[src/rtl/ppcs_pkg.sv]
// Constants and types shared by the press cycle sequencer
package ppcs_pkg;
    // ------------------------------------------------------------
    // Clock and timing
    // ------------------------------------------------------------
    localparam int CLK_HZ = 20000000;        // System clock rate
    localparam int MS_PER_S = 1000;          // Milliseconds per second
    localparam int CYC_PER_MS = CLK_HZ / MS_PER_S; // Cycles in one tick
    localparam int OCC_MIN_MS = 100;         // Least hold of a valid break
    localparam int RELEASE_MAX_MS = 200;     // Latest re-close after last break
    localparam logic [6:0] OCC_MIN = 7'(OCC_MIN_MS); // Hold count at timer width

    // ------------------------------------------------------------
    // Register map (byte addresses)
    // ------------------------------------------------------------
    localparam logic [7:0] ADDR_CTRL = 8'h00;     // Mode and option bits
    localparam logic [7:0] ADDR_WIN_MS = 8'h04;   // Window limit in ms
    localparam logic [7:0] ADDR_STATUS = 8'h08;   // Live sequencer state
    localparam logic [7:0] ADDR_IRQ_STAT = 8'h0C; // Sticky events, write one to clear
    localparam logic [7:0] ADDR_IRQ_MASK = 8'h10; // Event enables

    // ------------------------------------------------------------
    // Control fields and reset values
    // ------------------------------------------------------------
    localparam int CTRL_DOUBLE = 0;          // Two breaks instead of one
    localparam int CTRL_WIN_EN = 1;          // Window supervision on
    localparam int CTRL_SMODE_LO = 2;        // Start sequence, two bits
    localparam int CTRL_START_EN = 4;        // Start input defined
    localparam int CTRL_OVR_EN = 5;          // Overrun contact monitored
    localparam int CTRL_W = 6;               // Control width
    localparam logic [5:0] CTRL_RST = 6'h00; // Single break, standard start
    localparam logic [15:0] WIN_MS_RST = 16'h03E8; // Default window limit
    localparam int IRQ_W = 5;                // Event count
    localparam logic [4:0] IRQ_RST = 5'h00;  // Events clear after reset

    // Event bit positions
    localparam int EV_RELEASE = 0;
    localparam int EV_TDC_STOP = 1;
    localparam int EV_CUT = 2;
    localparam int EV_EXPIRED = 3;
    localparam int EV_OVERRUN = 4;

    // Start sequence encodings
    localparam logic [1:0] SMODE_STD = 2'h0;      // Breaks, then reset button
    localparam logic [1:0] SMODE_RST_FIRST = 2'h1; // Reset button, then breaks
    localparam logic [1:0] SMODE_NO_ILK = 2'h2;   // Breaks only, external interlock

    // ------------------------------------------------------------
    // Types
    // ------------------------------------------------------------
    typedef enum logic [1:0] {ST_APP, ST_ARM, ST_RUN, ST_COUNT} ppcs_state_e;
    typedef enum logic [1:0] {PH_STOP, PH_DOWN, PH_UP} ppcs_phase_e;
endpackage

[src/rtl/ppcs_sync.sv]
// Two-stage synchroniser for the contact, sensor and button inputs
`timescale 1ns/1ps
`default_nettype none
module ppcs_sync #(
    parameter int WIDTH = 6
) (
    // Clock and reset
    input wire logic sys_clk,
    input wire logic reset,
    // Data
    input wire logic [WIDTH-1:0] async_in,
    output logic [WIDTH-1:0] sync_out
);
    // First stage, read only by the second
    logic [WIDTH-1:0] meta_reg;

    // Both stages clear to zero, the safe outputs-off view
    always_ff @(posedge sys_clk) begin
        if (reset) begin
            meta_reg <= '0;
            sync_out <= '0;
        end else begin
            meta_reg <= async_in;
            sync_out <= meta_reg;
        end
    end
endmodule // ppcs_sync
`default_nettype wire

[src/rtl/ppcs_seq.sv]
// Presence-sensing press cycle sequencer with register port
//
// Added by the designer: the address-and-strobe port and the register offsets.
`timescale 1ns/1ps
`default_nettype none
// Contract
// - Decode down, up, stopped; down is dangerous
// - Stopped is safe only with overrun contact high
// - Accept non-overlapping top and bottom windows
// - Top reached: outputs off within response time
// - Valid break lasts at least 100 ms
// - Outputs re-close within 200 ms of last break
// - Hold at top until breaks done, auto release
// - Single mode: one break and leave, release
// - Break during downward stroke cuts outputs
// - Double mode: two breaks inside window
// - Window supervision limits time for breaks
// - Window timer starts at rest at top
// - Window expiry: outputs off, restart per mode
// - Start input needed only before first cycle
// - Three start sequences: standard, reset-first, none
module ppcs_seq #(
    parameter int CYC_PER_MS = ppcs_pkg::CYC_PER_MS
) (
    // Clock and reset
    input wire logic sys_clk,
    input wire logic reset,
    // Machine contacts and sensor
    input wire logic tdc_contact,
    input wire logic bdc_contact,
    input wire logic overrun_contact,
    input wire logic protective_field_sensor,
    // Operator buttons
    input wire logic reset_button,
    input wire logic start_button,
    // Register port
    input wire logic [7:0] reg_addr,
    input wire logic [31:0] reg_wdata,
    input wire logic reg_wr,
    input wire logic reg_rd,
    output logic [31:0] reg_rdata,
    // Outputs
    output logic safety_switch_output,
    output logic irq
);
    // ------------------------------------------------------------
    // Input synchronisation
    // ------------------------------------------------------------
    logic [5:0] pins_s;     // Synchronised inputs
    logic [5:0] pins_d_reg; // One cycle older copy for edges
    logic tdc_s, bdc_s, ovr_s, field_clear_s, rbtn_s, sbtn_s;

    ppcs_sync #(.WIDTH(6)) u_sync (
        .sys_clk(sys_clk),
        .reset(reset),
        .async_in({start_button, reset_button, protective_field_sensor,
                   overrun_contact, bdc_contact, tdc_contact}),
        .sync_out(pins_s)
    );

    assign {sbtn_s, rbtn_s, field_clear_s, ovr_s, bdc_s, tdc_s} = pins_s;

    // Edge history of the synchronised inputs
    always_ff @(posedge sys_clk) begin
        if (reset) begin
            pins_d_reg <= 6'h00;
        end else begin
            pins_d_reg <= pins_s;
        end
    end

    logic tdc_rise, rbtn_rise, sbtn_rise;
    assign tdc_rise = tdc_s && !pins_d_reg[0];
    assign rbtn_rise = rbtn_s && !pins_d_reg[4];
    assign sbtn_rise = sbtn_s && !pins_d_reg[5];

    // ------------------------------------------------------------
    // Millisecond tick
    // ------------------------------------------------------------
    logic [14:0] div_reg; // Cycle count inside one ms
    logic ms_tick;
    assign ms_tick = (div_reg == 15'(CYC_PER_MS - 1));

    // Free-running divider, all ms timers share it
    always_ff @(posedge sys_clk) begin
        if (reset || ms_tick) begin
            div_reg <= 15'h0000;
        end else begin
            div_reg <= div_reg + 15'h0001;
        end
    end

    // ------------------------------------------------------------
    // Registers
    // ------------------------------------------------------------
    logic [5:0] ctrl_reg;              // Mode and option bits
    logic [15:0] win_ms_reg;           // Window limit in ms
    logic [4:0] irq_stat_reg;          // Sticky events
    logic [4:0] irq_mask_reg;          // Event enables
    logic [4:0] ev;                    // Event pulses this cycle
    logic wr_ctrl, wr_win, wr_stat, wr_mask;

    assign wr_ctrl = reg_wr && (reg_addr == ppcs_pkg::ADDR_CTRL);
    assign wr_win = reg_wr && (reg_addr == ppcs_pkg::ADDR_WIN_MS);
    assign wr_stat = reg_wr && (reg_addr == ppcs_pkg::ADDR_IRQ_STAT);
    assign wr_mask = reg_wr && (reg_addr == ppcs_pkg::ADDR_IRQ_MASK);

    logic dbl, win_en, start_en, ovr_en;
    logic [1:0] smode;
    assign dbl = ctrl_reg[ppcs_pkg::CTRL_DOUBLE];
    assign win_en = ctrl_reg[ppcs_pkg::CTRL_WIN_EN];
    assign smode = ctrl_reg[ppcs_pkg::CTRL_SMODE_LO +: 2];
    assign start_en = ctrl_reg[ppcs_pkg::CTRL_START_EN];
    assign ovr_en = ctrl_reg[ppcs_pkg::CTRL_OVR_EN];

    // Configuration writes; changing mode mid-cycle takes effect at once
    always_ff @(posedge sys_clk) begin
        if (reset) begin
            ctrl_reg <= ppcs_pkg::CTRL_RST;
            win_ms_reg <= ppcs_pkg::WIN_MS_RST;
            irq_mask_reg <= ppcs_pkg::IRQ_RST;
        end else begin
            if (wr_ctrl) begin
                ctrl_reg <= reg_wdata[ppcs_pkg::CTRL_W-1:0];
            end
            if (wr_win) begin
                win_ms_reg <= reg_wdata[15:0];
            end
            if (wr_mask) begin
                irq_mask_reg <= reg_wdata[ppcs_pkg::IRQ_W-1:0];
            end
        end
    end

    // Sticky events; a new event beats a clear in the same cycle
    always_ff @(posedge sys_clk) begin
        if (reset) begin
            irq_stat_reg <= ppcs_pkg::IRQ_RST;
        end else begin
            irq_stat_reg <= (irq_stat_reg & ~(wr_stat ? reg_wdata[4:0] : 5'h00)) | ev;
        end
    end

    assign irq = |(irq_stat_reg & irq_mask_reg);

    // ------------------------------------------------------------
    // Sequencer state
    // ------------------------------------------------------------
    ppcs_pkg::ppcs_state_e state_reg, state_next;
    ppcs_pkg::ppcs_phase_e phase;
    logic [1:0] count_reg;   // Valid breaks taken
    logic [6:0] occ_ms_reg;  // Length of current break, saturating
    logic [15:0] win_cnt_reg; // Time spent at rest at top
    logic rst_seen_reg;      // Reset pressed in reset-first start
    logic first_done_reg;    // Start command already given
    logic occupied, intr_done, cnt_done, ovr_bad, win_exp, app_ok;
    logic [1:0] need;

    assign occupied = !field_clear_s;
    assign need = dbl ? 2'h2 : 2'h1;
    // At or past need, so lowering the mode mid-wait cannot deadlock
    assign cnt_done = (count_reg >= need);

    // Phase from contacts; bottom contact only read while moving,
    // so overlapping or separate windows both decode the same way
    always_comb begin
        if (!safety_switch_output) begin
            phase = ppcs_pkg::PH_STOP;
        end else if (bdc_s) begin
            phase = ppcs_pkg::PH_UP;
        end else begin
            phase = ppcs_pkg::PH_DOWN;
        end
    end

    // A stop is unsafe when the overrun contact has dropped
    assign ovr_bad = ovr_en && !ovr_s && (phase == ppcs_pkg::PH_STOP);

    // Break completes when the field clears after the least hold
    assign intr_done = field_clear_s && (occ_ms_reg == ppcs_pkg::OCC_MIN);

    assign win_exp = win_en && (win_cnt_reg >= win_ms_reg);

    // Application start condition per start sequence
    always_comb begin
        case (smode)
            ppcs_pkg::SMODE_STD: begin
                app_ok = cnt_done && rbtn_rise;
            end
            ppcs_pkg::SMODE_RST_FIRST: begin
                app_ok = rst_seen_reg && cnt_done;
            end
            ppcs_pkg::SMODE_NO_ILK: begin
                app_ok = cnt_done;
            end
            default: begin
                app_ok = 1'b0;
            end
        endcase
    end

    // Next state
    always_comb begin
        state_next = state_reg;
        case (state_reg)
            ppcs_pkg::ST_RUN: begin
                if (occupied && (phase == ppcs_pkg::PH_DOWN)) begin
                    state_next = ppcs_pkg::ST_APP;
                end else if (tdc_rise) begin
                    state_next = ppcs_pkg::ST_COUNT;
                end
            end
            ppcs_pkg::ST_COUNT: begin
                if (ovr_bad) begin
                    state_next = ppcs_pkg::ST_APP;
                end else if (intr_done && (count_reg >= need - 2'h1)) begin
                    state_next = ppcs_pkg::ST_RUN;
                end else if (win_exp) begin
                    state_next = ppcs_pkg::ST_APP;
                end
            end
            ppcs_pkg::ST_APP: begin
                if (!ovr_bad && app_ok) begin
                    // Start command only before the first cycle
                    state_next = (start_en && !first_done_reg) ?
                                 ppcs_pkg::ST_ARM : ppcs_pkg::ST_RUN;
                end
            end
            ppcs_pkg::ST_ARM: begin
                if (ovr_bad) begin
                    state_next = ppcs_pkg::ST_APP;
                end else if (sbtn_rise) begin
                    state_next = ppcs_pkg::ST_RUN;
                end
            end
            default: begin
                state_next = ppcs_pkg::ST_APP;
            end
        endcase
    end

    // State register; reset leaves the press waiting, outputs off
    always_ff @(posedge sys_clk) begin
        if (reset) begin
            state_reg <= ppcs_pkg::ST_APP;
        end else begin
            state_reg <= state_next;
        end
    end

    // Output switch, registered from the next state
    always_ff @(posedge sys_clk) begin
        if (reset) begin
            safety_switch_output <= 1'b0;
        end else begin
            safety_switch_output <= (state_next == ppcs_pkg::ST_RUN);
        end
    end

    // Events for the interrupt status
    always_comb begin
        ev = 5'h00;
        ev[ppcs_pkg::EV_RELEASE] = (state_reg != ppcs_pkg::ST_RUN) &&
                                   (state_next == ppcs_pkg::ST_RUN);
        ev[ppcs_pkg::EV_TDC_STOP] = (state_reg == ppcs_pkg::ST_RUN) &&
                                    (state_next == ppcs_pkg::ST_COUNT);
        ev[ppcs_pkg::EV_CUT] = (state_reg == ppcs_pkg::ST_RUN) &&
                               (state_next == ppcs_pkg::ST_APP);
        ev[ppcs_pkg::EV_EXPIRED] = (state_reg == ppcs_pkg::ST_COUNT) && !ovr_bad &&
                                   (state_next == ppcs_pkg::ST_APP);
        ev[ppcs_pkg::EV_OVERRUN] = ovr_bad && (state_reg == ppcs_pkg::ST_COUNT);
    end

    // ------------------------------------------------------------
    // Timers and counters
    // ------------------------------------------------------------
    // Break length in ms; a clear field restarts it
    always_ff @(posedge sys_clk) begin
        if (reset || field_clear_s) begin
            occ_ms_reg <= 7'h00;
        end else if (ms_tick && (occ_ms_reg != ppcs_pkg::OCC_MIN)) begin
            occ_ms_reg <= occ_ms_reg + 7'h01;
        end
    end

    // Break count; cleared at each top stop and each fall to waiting
    always_ff @(posedge sys_clk) begin
        if (reset) begin
            count_reg <= 2'h0;
        end else if ((state_next != state_reg) && (state_next != ppcs_pkg::ST_RUN)) begin
            count_reg <= 2'h0;
        end else if (ovr_bad) begin
            count_reg <= 2'h0;
        end else if (intr_done && !cnt_done &&
                     ((state_reg == ppcs_pkg::ST_COUNT) ||
                      ((state_reg == ppcs_pkg::ST_APP) &&
                       ((smode != ppcs_pkg::SMODE_RST_FIRST) || rst_seen_reg)))) begin
            count_reg <= count_reg + 2'h1;
        end
    end

    // Window time at rest; starts as the press stops at top
    always_ff @(posedge sys_clk) begin
        if (reset || (state_next == ppcs_pkg::ST_COUNT && state_reg != ppcs_pkg::ST_COUNT)) begin
            win_cnt_reg <= 16'h0000;
        end else if (ms_tick && (state_reg == ppcs_pkg::ST_COUNT) &&
                     (win_cnt_reg != 16'hFFFF)) begin
            win_cnt_reg <= win_cnt_reg + 16'h0001;
        end
    end

    // Start bookkeeping flags
    always_ff @(posedge sys_clk) begin
        if (reset) begin
            rst_seen_reg <= 1'b0;
            first_done_reg <= 1'b0;
        end else begin
            if (state_reg != ppcs_pkg::ST_APP || ovr_bad) begin
                rst_seen_reg <= 1'b0;
            end else if (rbtn_rise) begin
                rst_seen_reg <= 1'b1;
            end
            if (state_next == ppcs_pkg::ST_APP && state_reg != ppcs_pkg::ST_APP) begin
                first_done_reg <= 1'b0;
            end else if (state_next == ppcs_pkg::ST_RUN) begin
                first_done_reg <= 1'b1;
            end
        end
    end

    // ------------------------------------------------------------
    // Register read port
    // ------------------------------------------------------------
    always_ff @(posedge sys_clk) begin
        if (reset) begin
            reg_rdata <= 32'h00000000;
        end else if (reg_rd) begin
            case (reg_addr)
                ppcs_pkg::ADDR_CTRL: reg_rdata <= {26'h0, ctrl_reg};
                ppcs_pkg::ADDR_WIN_MS: reg_rdata <= {16'h0, win_ms_reg};
                ppcs_pkg::ADDR_STATUS: begin
                    reg_rdata <= {24'h0, field_clear_s, safety_switch_output,
                                  count_reg, phase, state_reg};
                end
                ppcs_pkg::ADDR_IRQ_STAT: reg_rdata <= {27'h0, irq_stat_reg};
                ppcs_pkg::ADDR_IRQ_MASK: reg_rdata <= {27'h0, irq_mask_reg};
                default: reg_rdata <= 32'h00000000; // Unmapped reads zero
            endcase
        end else begin
            reg_rdata <= 32'h00000000;
        end
    end
endmodule // ppcs_seq
`default_nettype wire

[config.mk]
export PLATFORM = sky130hd
export DESIGN_NAME = ppcs_seq
export DESIGN_NICKNAME = d
export VERILOG_FILES = /design/src/rtl/ppcs_pkg.sv /design/src/rtl/ppcs_sync.sv /design/src/rtl/ppcs_seq.sv
export SDC_FILE = /design/constraint.sdc
export NUM_CORES = 1
export LEC_CHECK = 0
export BUFFER_PORTS_ARGS = -buffer_cell sky130_fd_sc_hd__buf_2
export CORE_MARGIN = 10
export CORE_UTILIZATION = 50
export DETAILED_ROUTE_END_ITERATION = 8
export GPL_ROUTABILITY_DRIVEN = 1
export HOLD_SLACK_MARGIN = 0.06
export PLACE_DENSITY = 0.78
export SYNTH_ARGS = -nofsm -noshare
export SYNTH_HDL_FRONTEND = slang
export SYNTH_SLANG_ARGS = --single-unit
[constraint.sdc]
create_clock -name sys_clk -period 2.9 [get_ports sys_clk]
set_input_delay 0.29 -clock sys_clk [delete_from_list [all_inputs] [get_ports sys_clk]]
set_output_delay 0.29 -clock sys_clk [all_outputs]
set_load 0.05 [all_outputs]
## Word-level counts from Yosys, hierarchy flattened

Cells that the tools add are included.

| storage, ports and cells | value |
|---|---|
| flip-flop bits (word level) | 127 |
| bits in latches | 0 |
| memory bits (writable) | 0 |
| memory bits (read-only) | 0 |
| input bits | 50 |
| output and inout bits | 34 |
| word-level logic and storage cells | 123 |
| memories kept | 0 |

| cells by class | value |
|---|---|
| add/sub/neg operators | 5 |
| multiply operators | 0 |
| div/mod/pow operators | 0 |
| $lt $le $gt $ge | 3 |
| equal/unequal tests | 21 |
| shift-type cells | 0 |
| multiplexer cells | 16 |
| bitwise logic cells | 5 |
| reductions and logical operators | 57 |

Operators with widths:

| operator | number |
|---|---|
| $pmux 16 s5 | 1 |
| $logic_and 1x1->1 | 32 |
| $mux 2 | 12 |
| $add 16x1->16 const B | 1 |
| $eq 8x4->1 const B | 2 |
| $ge 16x16->1 | 1 |
| $ne 16x16->1 const B | 1 |
| $add 15x1->15 const B | 1 |
| $eq 15x15->1 const B | 1 |
| $and 5x5->5 | 2 |
| $eq 2x2->1 const B | 5 |
| $eq 8x3->1 const B | 1 |
| $eq 8x5->1 const B | 1 |
| $logic_not 1->1 | 8 |
| $logic_not 2->1 | 4 |
| $logic_not 8->1 | 1 |
| $pmux 2 s4 | 1 |
| $add 7x1->7 const B | 1 |
| $eq 7x7->1 const B | 1 |
| $ne 7x7->1 const B | 1 |
| $eq 2x1->1 const B | 3 |
| $logic_or 1x1->1 | 6 |
| $ne 2x2->1 const B | 3 |
| $reduce_or 2->1 | 3 |
| 13 further kinds | 14 |

## Logic depth before layout (Yosys ltp)

| logic depth | value |
|---|---|
| depth after elaboration | 11 |
| gate-level depth with buffers | 10 |

## Cells and area by module

From an unflattened synthesis, not the netlist that was laid out.

| unflattened totals | value |
|---|---|
| cells, all modules | 603 |
| area, all modules | 5,171.2 um2 |

Modules (own cells, without submodules):

| module | instances | cells an instance | area an instance (um2) | sequential area each (um2) |
|---|---|---|---|---|
| ppcs_seq | 1 | 578 | 4,804.6 | 1,921.8 |
| ppcs_sync | 1 | 25 | 366.6 | 240.2 |

## Least setup slack after synthesis

OpenSTA, ideal clock, no wires.

| timing path | value |
|---|---|
| path type | register -> register |
| from | register safety_switch_output |
| to | register win_cnt_reg[10] |
| library setup time | 129 ps |
| arrival time | 2,281 ps |
| data required time | 2,771 ps |
| slack | 490 ps |
| cell stages (with the launch flop) | 8 |
| path buffers | 1 |
| clock period less this slack | 2,410 ps |
| cells stage by stage | dfxtp_1 > nor3b_2 > or2_2 > or3_1 > nand3_1 > a21o_1 > clkbuf_1 > nor2_1 |

| between the ends | value |
|---|---|
| longest elaborated chain between the ends | 10 |

Ends and longest elaborated chain:

| item | line | source |
|---|---|---|
| start: declaration | ppcs_seq.sv:43 | `output logic safety_switch_output,` |
| start signal: assignment | ppcs_seq.sv:256 | `safety_switch_output <= (state_next == ppcs_pkg::ST_RUN);` |
| $mux 2 * | ppcs_seq.sv:167 | `if (!safety_switch_output) begin` |
| $logic_not 2->1 | ppcs_seq.sv:177 | `assign ovr_bad = ovr_en && !ovr_s && (phase == ppcs_pkg::PH_STOP);` |
| $logic_and 1x1->1 | ppcs_seq.sv:177 |  |
| $logic_not 1->1 | ppcs_seq.sv:223 | `if (!ovr_bad && app_ok) begin` |
| $logic_and 1x1->1 | ppcs_seq.sv:223 |  |
| $mux 2 | ppcs_seq.sv:223 |  |
| $pmux 2 s4 * | ppcs_seq.sv:205 | `case (state_reg)` |
| $eq 2x2->1 * | ppcs_seq.sv:304 | `if (reset \|\| (state_next == ppcs_pkg::ST_COUNT && state_reg != ppcs_pkg::ST_COUNT)) begin` |
| $logic_and 1x1->1 * | ppcs_seq.sv:304 |  |
| $logic_or 1x1->1 * | ppcs_seq.sv:304 |  |
| end signal: assignment | ppcs_seq.sv:308 | `win_cnt_reg <= win_cnt_reg + 16'h0001;` |
| end: declaration | ppcs_seq.sv:153 | `logic [15:0] win_cnt_reg;` |

Mark *: on every way between the ends. The rest lies on a longest branch, timed or not.
A chain may end at the register's enable or synchronous reset.

## Final worst setup path

| timing path | value |
|---|---|
| from | register div_reg[8] |
| to | register win_cnt_reg[13] |

| between the ends | value |
|---|---|
| longest elaborated chain between the ends | 3 |

Ends and longest elaborated chain:

| item | line | source |
|---|---|---|
| start: declaration | ppcs_seq.sv:80 | `logic [14:0] div_reg;` |
| start signal: assignment | ppcs_seq.sv:89 | `div_reg <= div_reg + 15'h0001;` |
| $eq 15x15->1 | ppcs_seq.sv:82 | `assign ms_tick = (div_reg == 15'(CYC_PER_MS - 1));` |
| $logic_and 1x1->1 (2 in series) | ppcs_seq.sv:306 | `end else if (ms_tick && (state_reg == ppcs_pkg::ST_COUNT) &&` |

No other way between the ends.

==> impl_metrics.env <==
export IMPL_dpl_hpwl_um=9080
export IMPL_r2r_cells=7
export IMPL_area_delta_synth_final_pct=10.3
export IMPL_required_ps=3160
export IMPL_core_um2=9770
export IMPL_synth_compound_area_share_pct=11.7
export IMPL_cts_tree="yes"
export IMPL_synth_async_sr_flop_share_pct=0
export IMPL_num_antenna_cells=0
export IMPL_avgSynthCellArea_um2=8.53
export IMPL_final_common_cell="dfxtp_1"
export IMPL_synth_fa_ha_area_share_pct=5.76
export IMPL_cts_setup_buffers=0
export IMPL_place_inst=754
export IMPL_status="finished, final reports clean"
export IMPL_route_detailed_drc=0
export IMPL_place_ws_ps=289
export IMPL_drive_above_1_share_pct=14.2
export IMPL_synth_top_family_by_area="simple AND/OR/NAND/NOR gates"
export IMPL_die_h_um=120
export IMPL_grt_pass1_wl_um=19500
export IMPL_period_needed_ps=2560
export IMPL_cts_buffer_depth=2
export IMPL_power_mw=2.55
export IMPL_gp_congestion=0.927
export IMPL_internal_power_mw=1.94
export IMPL_holdPathStages=2
export IMPL_path_clk_slew_ps=100
export IMPL_synth_edf_count=0
export IMPL_p_sw_mw=0.616
export IMPL_yosysWarningCount=0
export IMPL_grtUsageTotal_pct=16.2
export IMPL_grt_overflow_total=0
export IMPL_first_pass_iters=5
export IMPL_relSlewSlack_pct=61.4
export IMPL_start_kind="flop"
export IMPL_synth_top_area_share_pct=43.3
export IMPL_io_pins=84
export IMPL_wl_per_cell_um=15.1
export IMPL_fmax_mhz=391
export IMPL_antenna_left=0
export IMPL_mostFrequentLayoutCells="108 x dfxtp_1, 79 x nand2_1, 60 x nor2_1"
export IMPL_use_met3_pct=6.75
export IMPL_power_density_nw_per_um2=463
export IMPL_met1_usage_pct=20.1
export IMPL_seq_power_share_pct=58.9
export IMPL_synth_top_area_cell="dfxtp_1"
export IMPL_clock_latency_ps=360
export IMPL_cts_buffers=9
export IMPL_drv_slew=0
export IMPL_ys_seq_elements=108
export IMPL_switching_share_pct=24.1
export IMPL_rsz0062_at_grt="false"
export IMPL_worstMarginPinSlew_ps=574
export IMPL_min_delay_start="overrun_contact"
export IMPL_rows=36
export IMPL_vdd_drop_max_mv=0.228
export IMPL_setup_viol=0
export IMPL_dieArea_um2=14400
export IMPL_yosys_area_share_simple_pct=25.9
export IMPL_antenna_found_initial=1
export IMPL_comb_power_share_pct=5.5
export IMPL_dr_total_vias=4193
export IMPL_hold_path_class="in2reg"
export IMPL_vias_per_cell=5.45
export IMPL_layout_setup_ws_ps=344
export IMPL_cp_startpoint="div_reg[8]$_SDFF_PP0_"
export IMPL_numPortBuffers=51
export IMPL_clockRootBuffer="clkbuf_8"
export IMPL_power_leakage_nw=2.19
export IMPL_grt_busiest_layer="met2"
export IMPL_cp_max_fo=8
export IMPL_fin_skew_ps=9.14
export IMPL_routed_wirelength_um=11600
export IMPL_criticalPathCategory="reg2reg"
export IMPL_drv_cap=0
export IMPL_drt_iter0_markers=450
export IMPL_initial_core_util_pct=51.1
export IMPL_cts_sinks=108
export IMPL_fin_crit_sh_pct=88.1
export IMPL_grt_max_degree=26
export IMPL_r2r_start="div_reg[8]$_SDFF_PP0_"
export IMPL_die_width_um=120
export IMPL_htree_levels=3
export IMPL_fin_cells=769
export IMPL_synth_area_leaders="dfxtp_1 43%, nand2_1 5.9%, ha_1 5.8%"
export IMPL_synthMuxAreaShare_pct=1.45
export IMPL_pwr_share_clk_pct=35.6
export IMPL_arrival_ps=2810
export IMPL_cp_end_kind="flop"
export IMPL_yosys_cell_types_count=55
export IMPL_netlist_area_um2=5000
export IMPL_synth_seq_area_share_pct=43.3
export IMPL_synth_xor_area_share_pct=5.43
export IMPL_globalRouteMet2Util_pct=24.9
export IMPL_syn_inst=586
export IMPL_synth_top_flop_cell="dfxtp_1"
export IMPL_fin_setup_tns_ps=0
export IMPL_nets=705
export IMPL_finalHoldViolCount=0
export IMPL_grt_pass1_vias=4153
## repair_timing
| item | 4_1_cts | 5_1_grt |
|---|---|---|
| hold buffers | 0 | 0 |
| setup endpoints to repair | 0 | 12 |
| resized for setup | 0 | 1 |
## through the flow
stage / utilization (%) / area [µm²] / hold WS (ps)
2_1_floorplan: - / 5050 / 410
3_3_place_gp: 54.4 / 5310 / 422
3_5_place_dp: 54.4 / 5310 / 427
4_1_cts: 56.4 / 5510 / 117
5_1_grt: 56.4 / 5510 / 112
6_report: 56.4 / 5510 / 131
## power groups by stage
stage | sequential, mW | clock (mW) | combinational, mW
floorplan | 1.54 | 0 | 0.115
global placement | 1.54 | 0 | 0.136
detailed placement | 1.54 | 0 | 0.139
CTS | 1.50 | 0.932 | 0.139
global route | 1.51 | 0.994 | 0.152
finish | 1.50 | 0.908 | 0.142
## layer usage
layer	vias up	part of all wire (%)
met3	24	11
li1	2085	-
met1	1900	44
met5	-	0.094
met4	2	1.8
met2	182	43
## synth_stat cells, types with 4 or more instances
library cell	n
dfxtp_1	108
nand2_1	79
nor2_1	60
a21oi_1	35
inv_1	28
nand3_1	27
ha_1	23
nor2b_1	22
buf_4	19
xor2_1	19
clkbuf_1	18
and3_1	14
nand4_1	13
xnor2_1	12
o21ai_0	11
o211ai_1	7
or2_2	7
a22oi_1	6
nor3_1	6
or3_1	6
and4_1	5
mux2i_1	5
a222oi_1	4
a31oi_1	4
## critical path, stage by stage (launching register included)
cell and delay [ps]:
dfxtp_1 350, or4_4 550, nor4_4 410, o311a_1 420
and4_1 360, nand4_1 140, xor2_1 180, nor2_2 40
## final timing paths
path	endpoint	slack [ps]
worst min-delay path	u_sync.meta_reg[2]$_SDFF_PP0_	130
worst max-delay path	win_cnt_reg[13]$_SDFFE_PP0P_	340
worst max register to register	win_cnt_reg[13]$_SDFFE_PP0P_	340
worst min register to register	pins_d_reg[0]$_SDFF_PP0_	440
## logic make-up (layout without fill, tap and decap cells)
logic type      count (synthesis)  count (layout)
simple gates                  260             260
flops                         108             108
compound gates                 90              90
buf+inv                        66             101
xor+xnor                       31              31
fa+ha+maj                      23              23
mux                             7               7
other cells                     1              16
## layout make-up
class,instances,area (µm²)
clock buffers,9,124
clock inverters,6,75.1
fillers,893,4260
inverters,28,105
multi-input cells,427,2570
flip-flops and latches,108,2160
well taps,133,166
repair buffers,58,308
(Power assumes the default switching activity.)
